### src/verilog/xfer_vec_pkg.sv
package xfer_vec_pkg;

   // ---------------------------------------------------------------
   // Register map and reset values
   // ---------------------------------------------------------------
   localparam logic [2:0] REG_SWVEC   = 3'h0;
   localparam logic [2:0] REG_EN_A    = 3'h1;
   localparam logic [2:0] REG_EN_F    = 3'h6;
   localparam logic [2:0] REG_STATUS  = 3'h7;
   localparam logic [7:0] SWVEC_RST   = 8'h00;
   localparam logic [7:0] EN_RST      = 8'h00;
   localparam int         SWV_EN_BIT  = 7;
   localparam int         EN_GROUPS   = 6;

   // ---------------------------------------------------------------
   // Vector table, descriptor layout and memory map
   // ---------------------------------------------------------------
   localparam logic [15:0] VEC_BASE    = 16'h0400;
   localparam logic [7:0]  RAM_HI      = 8'hFF;
   localparam logic [23:0] DESC_WORD   = 24'h000004;
   localparam logic [23:0] DESC_STRIDE = 24'h00000C;
   localparam logic [1:0]  DESC_LAST   = 2'h2;
   localparam int          NSRC        = 27;

   // Mode word A: [7:6] source step, [5:4] destination step, [0] word size.
   localparam int         MA_SRC_LO  = 6;
   localparam int         MA_DST_LO  = 4;
   localparam int         MA_SIZE    = 0;
   // Mode word B: [7] chain flag, [6] per-transfer interrupt select.
   localparam int         MB_CHAIN   = 7;
   localparam int         MB_PER_TRANSFER_INTERRUPT_SELECT   = 6;
   localparam logic [1:0] STEP_INC   = 2'h2;
   localparam logic [1:0] STEP_DEC   = 2'h3;

   // Sources in ascending vector order, with their enable bit position (group*8+bit).
   localparam logic [6:0] SRC_VEC [0:NSRC-1] = '{
      7'h10, 7'h11, 7'h12, 7'h13, 7'h14, 7'h15, 7'h16, 7'h17, 7'h1C,
      7'h20, 7'h21, 7'h22, 7'h23, 7'h28, 7'h29, 7'h2C, 7'h2D,
      7'h40, 7'h41, 7'h44, 7'h45, 7'h51, 7'h52, 7'h55, 7'h56, 7'h59, 7'h5A};
   localparam logic [5:0] SRC_EN_POS [0:NSRC-1] = '{
      6'h07, 6'h06, 6'h05, 6'h04, 6'h03, 6'h02, 6'h01, 6'h00, 6'h0E,
      6'h0D, 6'h0C, 6'h0B, 6'h0A, 6'h09, 6'h08, 6'h17, 6'h16,
      6'h1B, 6'h1A, 6'h19, 6'h18, 6'h23, 6'h22, 6'h21, 6'h20, 6'h2F, 6'h2E};

   // ---------------------------------------------------------------
   // Types
   // ---------------------------------------------------------------
   typedef struct packed {
      logic        req;
      logic        we;
      logic        word;
      logic [23:0] addr;
      logic [31:0] wdata;
   } mem_cmd_t;

   typedef struct packed {
      logic [7:0]  mode_a;
      logic [23:0] src;
      logic [7:0]  mode_b;
      logic [23:0] dst;
      logic [15:0] count_a;
      logic [15:0] count_b;
   } desc_t;

   typedef enum logic [2:0] {
      ST_IDLE    = 3'b000,
      ST_VEC_RD  = 3'b001,
      ST_DESC_RD = 3'b010,
      ST_DATA_RD = 3'b011,
      ST_DATA_WR = 3'b100,
      ST_WB      = 3'b101
   } state_t;

endpackage

### src/verilog/xfer_vector_engine.sv
`timescale 1ns/1ps
// How it works
// - Software vector address is 0x0400 plus field times two.
// - Read vector pointer, then fetch descriptor there.
// - Vector entry is two bytes, low pointer bits.
// - External lines and byte-timer matches use fixed vectors.
// - Conversion done uses vector 28, enable B6.
// - Timer-unit matches use vectors 32-35, 40-41, 44-45.
// - Serial requests use vectors 81/82, 85/86, 89/90.
// - Software first, then ascending vector number.
// - Descriptor order: mode A, source, mode B, destination, counts.
// - Chained descriptors follow back to back.
// - Each normal-mode service moves one byte or word.
// - Count allows 1 to 65,536 transfers.
// - Finished count may raise a CPU interrupt.
// - Count word A counts, count word B ignored.
// - Source word reads, destination word writes.
// - Pointers 24 bits, each steps up, down or holds.
// - Step is 1 for bytes, 2 for words.
// - Source end or select: clear enable, keep flag; else reverse. Software clears its enable only when neither.
module xfer_vector_engine
   import xfer_vec_pkg::*;
(
   // Clock and reset
   input  wire logic              core_clk,
   input  wire logic              rstn,
   // Register port
   input  wire logic [2:0]        reg_addr,
   input  wire logic [7:0]        reg_wdata,
   input  wire logic              reg_wr,
   input  wire logic              reg_rd,
   output logic [7:0]             reg_rdata,
   // Activation sources
   input  wire logic [NSRC-1:0]   src_req,
   output logic [NSRC-1:0]        src_flag_clr,
   // CPU interrupt request
   output logic                   cpu_irq,
   output logic                   cpu_irq_sw,
   output logic [4:0]             cpu_irq_src,
   // Memory master
   output mem_cmd_t               mem_cmd,
   input  wire logic              mem_ack,
   input  wire logic [31:0]       mem_rdata
);

   // ---------------------------------------------------------------
   // State
   // ---------------------------------------------------------------
   state_t          state_q;
   mem_cmd_t        cmd_q;
   desc_t           desc_q;
   logic [23:0]     ptr_q;
   logic [1:0]      widx_q;
   logic [31:0]     data_q;
   logic            act_sw_q;
   logic [4:0]      act_idx_q;
   logic [6:0]      sw_vec_q;
   logic            sw_en_q;
   logic [47:0]     en_q;
   logic [7:0]      rdata_q;
   logic [NSRC-1:0] flag_clr_q;
   logic            irq_q;
   logic            irq_sw_q;
   logic [4:0]      irq_src_q;

   // ---------------------------------------------------------------
   // Activation and arbitration
   // ---------------------------------------------------------------
   logic [NSRC-1:0] pend;
   logic            grant_valid;
   logic            grant_sw;
   logic [4:0]      grant_idx;
   logic [15:0]     vec_addr;

   // A flag being cleared still reads high for one cycle, so it is masked to stop a second service.
   always_comb begin
      for (int i = 0; i < NSRC; i++) begin
         pend[i] = src_req[i] & en_q[SRC_EN_POS[i]] & ~flag_clr_q[i];
      end
   end

   src_arbiter #(
      .N (NSRC)
   ) u_arb (
      .sw_req      (sw_en_q),
      .req         (pend),
      .grant_valid (grant_valid),
      .grant_sw    (grant_sw),
      .grant_idx   (grant_idx)
   );

   // Vector entries are two bytes apart.
   always_comb begin
      if (grant_sw) begin
         vec_addr = VEC_BASE + {8'h00, sw_vec_q, 1'b0};
      end else begin
         vec_addr = VEC_BASE + {8'h00, SRC_VEC[grant_idx], 1'b0};
      end
   end

   // ---------------------------------------------------------------
   // Transfer arithmetic
   // ---------------------------------------------------------------
   function automatic logic [23:0] step_ptr(input logic [1:0] mode, input logic [23:0] a, input logic word);
      logic [23:0] inc;
      inc = word ? 24'h000002 : 24'h000001;
      case (mode)
         STEP_INC: step_ptr = a + inc;
         STEP_DEC: step_ptr = a - inc;
         default:  step_ptr = a;
      endcase
   endfunction

   logic        is_word;
   logic [23:0] src_nx;
   logic [23:0] dst_nx;
   logic [15:0] cnt_nx;
   logic        wb_last;
   logic        finish;
   logic        ended;
   logic        per_transfer_interrupt_select;

   assign is_word = desc_q.mode_a[MA_SIZE];
   assign src_nx  = step_ptr(desc_q.mode_a[MA_SRC_LO+:2], desc_q.src, is_word);
   assign dst_nx  = step_ptr(desc_q.mode_a[MA_DST_LO+:2], desc_q.dst, is_word);
   // A count of zero wraps to 0xFFFF, so it runs the full 65,536 transfers.
   assign cnt_nx  = desc_q.count_a - 16'h0001;
   assign wb_last = (state_q == ST_WB) && mem_ack && (widx_q == DESC_LAST);
   assign finish  = wb_last && !desc_q.mode_b[MB_CHAIN];
   assign ended   = (desc_q.count_a == 16'h0000);
   assign per_transfer_interrupt_select   = desc_q.mode_b[MB_PER_TRANSFER_INTERRUPT_SELECT];

   // ---------------------------------------------------------------
   // Sequencer and memory command
   // ---------------------------------------------------------------
   // The command stands until acknowledged; an ack completes the command presented in that cycle.
   always_ff @(posedge core_clk or negedge rstn) begin
      if (!rstn) begin
         state_q   <= ST_IDLE;
         cmd_q     <= '0;
         ptr_q     <= 24'h000000;
         widx_q    <= 2'h0;
         act_sw_q  <= 1'b0;
         act_idx_q <= 5'h00;
      end else begin
         case (state_q)
            ST_IDLE: begin
               cmd_q <= '0;
               if (grant_valid) begin
                  act_sw_q  <= grant_sw;
                  act_idx_q <= grant_idx;
                  cmd_q     <= '{req: 1'b1, we: 1'b0, word: 1'b1, addr: {8'h00, vec_addr}, wdata: 32'h0};
                  state_q   <= ST_VEC_RD;
               end
            end
            ST_VEC_RD: begin
               if (mem_ack) begin
                  ptr_q      <= {RAM_HI, mem_rdata[15:0]};
                  cmd_q.addr <= {RAM_HI, mem_rdata[15:0]};
                  cmd_q.word <= 1'b0;
                  widx_q     <= 2'h0;
                  state_q    <= ST_DESC_RD;
               end
            end
            ST_DESC_RD: begin
               if (mem_ack) begin
                  widx_q <= widx_q + 2'h1;
                  if (widx_q == DESC_LAST) begin
                     cmd_q.addr <= desc_q.src;
                     cmd_q.word <= is_word;
                     state_q    <= ST_DATA_RD;
                  end else begin
                     cmd_q.addr <= cmd_q.addr + DESC_WORD;
                  end
               end
            end
            ST_DATA_RD: begin
               if (mem_ack) begin
                  cmd_q.we    <= 1'b1;
                  cmd_q.addr  <= desc_q.dst;
                  cmd_q.wdata <= mem_rdata;
                  state_q     <= ST_DATA_WR;
               end
            end
            ST_DATA_WR: begin
               if (mem_ack) begin
                  cmd_q.word  <= 1'b0;
                  cmd_q.addr  <= ptr_q;
                  cmd_q.wdata <= {desc_q.mode_a, src_nx};
                  widx_q      <= 2'h0;
                  state_q     <= ST_WB;
               end
            end
            ST_WB: begin
               if (mem_ack) begin
                  widx_q <= widx_q + 2'h1;
                  if (widx_q == 2'h0) begin
                     cmd_q.addr  <= cmd_q.addr + DESC_WORD;
                     cmd_q.wdata <= {desc_q.mode_b, desc_q.dst};
                  end else if (widx_q == 2'h1) begin
                     cmd_q.addr  <= cmd_q.addr + DESC_WORD;
                     cmd_q.wdata <= {desc_q.count_a, desc_q.count_b};
                  end else if (desc_q.mode_b[MB_CHAIN]) begin
                     ptr_q      <= ptr_q + DESC_STRIDE;
                     cmd_q      <= '{req: 1'b1, we: 1'b0, word: 1'b0, addr: ptr_q + DESC_STRIDE, wdata: 32'h0};
                     widx_q     <= 2'h0;
                     state_q    <= ST_DESC_RD;
                  end else begin
                     cmd_q   <= '0;
                     state_q <= ST_IDLE;
                  end
               end
            end
            default: begin
               cmd_q   <= '0;
               state_q <= ST_IDLE;
            end
         endcase
      end
   end

   // ---------------------------------------------------------------
   // Descriptor and data holding
   // ---------------------------------------------------------------
   always_ff @(posedge core_clk or negedge rstn) begin
      if (!rstn) begin
         desc_q <= '0;
         data_q <= 32'h0;
      end else if (state_q == ST_DESC_RD && mem_ack) begin
         case (widx_q)
            2'h0:    {desc_q.mode_a, desc_q.src}      <= mem_rdata;
            2'h1:    {desc_q.mode_b, desc_q.dst}      <= mem_rdata;
            default: {desc_q.count_a, desc_q.count_b} <= mem_rdata;
         endcase
      end else if (state_q == ST_DATA_RD && mem_ack) begin
         data_q <= mem_rdata;
      end else if (state_q == ST_DATA_WR && mem_ack) begin
         desc_q.src     <= src_nx;
         desc_q.dst     <= dst_nx;
         desc_q.count_a <= cnt_nx;
      end
   end

   // ---------------------------------------------------------------
   // Enable registers and completion effects
   // ---------------------------------------------------------------
   // A register write in the same cycle as a completion keeps the written value.
   always_ff @(posedge core_clk or negedge rstn) begin
      if (!rstn) begin
         sw_vec_q <= SWVEC_RST[6:0];
         sw_en_q  <= SWVEC_RST[SWV_EN_BIT];
         en_q     <= {EN_GROUPS{EN_RST}};
      end else begin
         if (reg_wr && reg_addr == REG_SWVEC) begin
            sw_vec_q <= reg_wdata[6:0];
            sw_en_q  <= reg_wdata[SWV_EN_BIT];
         end else if (finish && act_sw_q && !(ended || per_transfer_interrupt_select)) begin
            sw_en_q <= 1'b0;
         end
         for (int g = 0; g < EN_GROUPS; g++) begin
            if (reg_wr && reg_addr == REG_EN_A + 3'(g)) begin
               en_q[g*8+:8] <= reg_wdata;
            end else if (finish && !act_sw_q && (ended || per_transfer_interrupt_select) && SRC_EN_POS[act_idx_q][5:3] == 3'(g)) begin
               en_q[SRC_EN_POS[act_idx_q]] <= 1'b0;
            end
         end
      end
   end

   always_ff @(posedge core_clk or negedge rstn) begin
      if (!rstn) begin
         flag_clr_q <= '0;
         irq_q      <= 1'b0;
         irq_sw_q   <= 1'b0;
         irq_src_q  <= 5'h00;
      end else begin
         flag_clr_q <= '0;
         irq_q      <= 1'b0;
         if (finish && (ended || per_transfer_interrupt_select)) begin
            irq_q     <= 1'b1;
            irq_sw_q  <= act_sw_q;
            irq_src_q <= act_idx_q;
         end else if (finish && !act_sw_q) begin
            flag_clr_q[act_idx_q] <= 1'b1;
         end
      end
   end

   // ---------------------------------------------------------------
   // Register read port
   // ---------------------------------------------------------------
   always_ff @(posedge core_clk or negedge rstn) begin
      if (!rstn) begin
         rdata_q <= 8'h00;
      end else if (reg_rd) begin
         if (reg_addr == REG_SWVEC) begin
            rdata_q <= {sw_en_q, sw_vec_q};
         end else if (reg_addr == REG_STATUS) begin
            rdata_q <= {(state_q != ST_IDLE), 4'h0, state_q};
         end else if (reg_addr >= REG_EN_A && reg_addr <= REG_EN_F) begin
            rdata_q <= en_q[(reg_addr - REG_EN_A)*8+:8];
         end else begin
            rdata_q <= 8'h00;
         end
      end else begin
         rdata_q <= 8'h00;
      end
   end

   assign reg_rdata    = rdata_q;
   assign src_flag_clr = flag_clr_q;
   assign cpu_irq      = irq_q;
   assign cpu_irq_sw   = irq_sw_q;
   assign cpu_irq_src  = irq_src_q;
   assign mem_cmd      = cmd_q;
endmodule

### src/verilog/src_arbiter.sv
`timescale 1ns/1ps
module src_arbiter
   import xfer_vec_pkg::*;
#(
   parameter int N = NSRC
) (
   // Requests
   input  wire logic         sw_req,
   input  wire logic [N-1:0] req,
   // Grant
   output logic              grant_valid,
   output logic              grant_sw,
   output logic [4:0]        grant_idx
);

   // Software first, then the lowest index, which is the lowest vector number.
   always_comb begin
      grant_valid = sw_req | (|req);
      grant_sw    = sw_req;
      grant_idx   = 5'h00;
      for (int i = N - 1; i >= 0; i--) begin
         if (req[i]) begin
            grant_idx = 5'(i);
         end
      end
   end

endmodule

### config.mk
export PLATFORM = sky130hd
export DESIGN_NAME = xfer_vector_engine
export DESIGN_NICKNAME = d
export VERILOG_FILES = /design/src/verilog/xfer_vec_pkg.sv /design/src/verilog/xfer_vector_engine.sv /design/src/verilog/src_arbiter.sv
export SDC_FILE = /design/constraint.sdc
export NUM_CORES = 1
export LEC_CHECK = 0
export BUFFER_PORTS_ARGS = -buffer_cell sky130_fd_sc_hd__buf_2
export CAP_MARGIN = 15
export CORE_ASPECT_RATIO = 0.8
export CORE_UTILIZATION = 30
export CTS_CLUSTER_SIZE = 25
export DETAILED_ROUTE_END_ITERATION = 8
export PLACE_DENSITY = 0.56
export SYNTH_ARGS = -nofsm -noshare
export SYNTH_HDL_FRONTEND = slang
export SYNTH_SLANG_ARGS = --single-unit
### constraint.sdc
create_clock -name core_clk -period 10.92 [get_ports core_clk]
set_clock_uncertainty 0.15 [all_clocks]
set_input_delay 0.546 -clock core_clk [delete_from_list [all_inputs] [get_ports core_clk]]
set_output_delay 0.546 -clock core_clk [all_outputs]
set_load 0.02 [all_outputs]
==> results.yml <==
worst_setup_path:
  worstPathRequired_ps: 11270
  worstSetupPathType: "reg -> reg"
  crit_start: "state_q[0]"
  path_max_fanout: 47
  r2r-start: "state_q[0]"
  worstPathArrival_ps: 4740
  startpoint_type: "flip-flop"
  crit_path_end_kind: "flip-flop"
flow_run:
  max_cap_violations: 0
place:
  routabilityCongestion: 0.967
  pre_cts_ws_ps: 6680
  port_buffers: 175
  dp.cells: 3152
  dp_hpwl_um: 54100
timing:
  whs_ps: 60.7
  worstMarginPinSlew_ps: 1130
  setup_violations: 0
  maxSlewHeadroom_pct: 23.9
  drv_slew: 0
  hold_viol_final: 0
  rsz0062_at_grt: "no"
  post-route-period-util_pct: 40.2
  clock.fmax_mhz: 228
  setup_tns_ps: 0
  setup_ws_ps: 6530
  fin_crit_ps: 4390
synthesis:
  yosys_warnings: 0
  synthAdderAreaFrac_pct: 4.82
  synth_top_family_by_area: "compound AO/OA/AOI/OAI gates"
  synthSimpleGateAreaFrac_pct: 20.2
  ys_seq_area_share_pct: 39.0
  netlist_area_mm2: 0.0185
  synth_area_leader_cell: "dfrtp_1"
  synth.area.top_cells: "dfrtp_1 (39%), nand2_1 (7.7%), o21ai_0 (6.7%), a21oi_1 (4.7%), ha_1 (4.6%)"
  synth_mux_area_share_pct: 3.75
  synth_compound_area_share_pct: 25.2
  synth_area_per_cell_um2: 8.23
  synth_fp_nets: 2392
  synthArstFlopShare_pct: 100
  synthCells: 2247
  synth_ff_type: "dfrtp_1"
  ys_ff_latch: 288
  synthXorXnorAreaFrac_pct: 3.41
  ys_types: 74
  synth_top_area_share_pct: 39.0
  synth_edf_count: 0
min_path:
  holdCritStartpoint: "reg_wdata[1]"
  hp-class: "in -> reg"
global_routing:
  grt_pass1_wl_um: 110000
  track_usage_pct: 23.0
  antenna_found_initial: 1
  grt_pass1_vias: 17200
  grt_overflow_total: 0
  grt_max_degree: 81
routing:
  route.detailed.drc: 0
  drt-wirelength-per-cell_um: 22.8
  routed_wl_um: 73500
  vias: 18200
  drt_first_iter_violations: 2089
  vias_per_cell: 5.66
  dr.pass1.iters: 7
  ant_nets: 0
power:
  ir_drop_uv: 126
  p_leak_nw: 9.65
  power.density_mw_per_mm2: 264
floorplan:
  rows: 81
  initial_core_util_pct: 30.3
  die_h_um: 224
  die_width_um: 280
  dieArea_mm2: 0.0627
  coreArea_mm2: 0.0610
  ios: 176
clock_network:
  clock_latency_ps: 560
  numCtsBuffers: 36
  htreeDepth: 2
  clkSinkCount: 288
  clockBufferDepth: 3
  cts_resized: 0
  post_cts_buffers: 0
  cts-root-buf: "clkbuf_16"
  clkTransAtPathRegs_ps: 60
  hold_buffers: 1
  cts_tree: "yes"
finish:
  nFillCells: 6371
  regArea_mm2: 0.00721
  utilization_pct: 35.1
  syn_to_final_growth_pct: 15.9
  final_cell_mix: "nand2_1 (380), dfrtp_1 (287), o21ai_0 (246)"
  multi_input_area_mm2: 0.0107
  stdcell_count: 3218
  drive_gt1_share_pct: 13.4
  final_common_cell: "nand2_1"
  fin_nets: 2507
outcome:
  status: "complete, no violations"
## worst paths after layout
check | endpoint | slack, ps | cells after the start
max | desc_q[80] | 6530 | 9
min | en_q[33] | 60 | 3
max reg2reg | desc_q[80] | 6530 | 9
min reg2reg | desc_q[1] | 320 | 2
max in group asynchronous | src_flag_clr[4] | 8700 | 3
min in group asynchronous | reg_rdata[4] | 430 | 2
## cells in the mapped netlist (6+ instances only)
cell type,n
a211oi_1,10
a21o_1,31
a21oi_1,173
a221o_1,8
a221oi_1,23
a222oi_1,15
a22o_1,8
a22oi_1,41
a31oi_1,37
a32oi_1,6
and2_1,16
and3_1,22
buf_1,11
clkbuf_1,110
dfrtp_1,288
ha_1,68
inv_1,54
mux2_2,26
mux2i_1,31
nand2_1,380
nand2b_1,20
nand3_1,53
nand3b_1,20
nand4_1,6
nor2_1,195
nor2b_1,27
nor3_1,37
nor3b_1,6
nor4_1,11
o211ai_1,33
o21a_1,14
o21ai_0,246
o221ai_1,14
o22a_1,7
o22ai_1,20
o31ai_1,7
or2_2,6
or3_1,12
xnor2_1,45
xor2_1,27
## registers in the layout (all words and copies together) (netlist names), 3 cells and up
name,cells
mem_cmd,59
src_flag_clr,27
en_q,48
desc_q,96
reg_rdata,8
act_idx_q,5
state_q,3
sw_vec_q,7
cpu_irq_src,5
ptr_q,24
## cell families after synthesis
family | count (synthesis)
AND/OR/NAND/NOR | 832
AO/OA/AOI/OAI | 745
flip-flops | 288
buffers and inverters | 179
XOR/XNOR | 72
adder cells (fa/ha/maj) | 70
multiplexers | 61
## area by class of cell
class | count | share of cell area (%)
antenna | 1 | 0.0117
clock inverter | 13 | 0.782
tap | 830 | 4.85
sequential | 288 | 33.6
timing repair buffer | 202 | 5.11
inverter | 54 | 0.946
clock buffer | 50 | 4.97
multi-input combinational | 1780 | 49.7
## power by group
part	leakage [nW]	internal, mW	switching (mW)
registers	3.70	1.37	0.457
logic	5.35	0.873	1.68
clock network	0.594	0.755	0.513
## critical path, stage by stage, from the launching register on
cell,delay [ps]
dfrtp_1,830
nor2_1,340
and2_1,550
nand2_1,180
buf_4,480
nor2_1,120
or2_2,570
nor2_1,770
a22oi_1,200
nand2_1,110
## routing by layer
layer | vias to the layer above | share of wire (%) | global-route usage (%)
met5 | - | 0 | 0
met4 | 0 | 3.1 | 7.49
met3 | 122 | 9.5 | 5.31
met2 | 864 | 42 | 33.3
met1 | 8879 | 45 | 33.4
li1 | 8362 | - | -
## stage by stage
step	total power, mW	area, µm²
after global placement	4.28	20200
final	5.65	21400
after global routing	6.00	21400
after detailed placement	4.32	20200
after floorplan	3.39	18500
after CTS	5.61	21400
(Power assumes the default switching activity.)
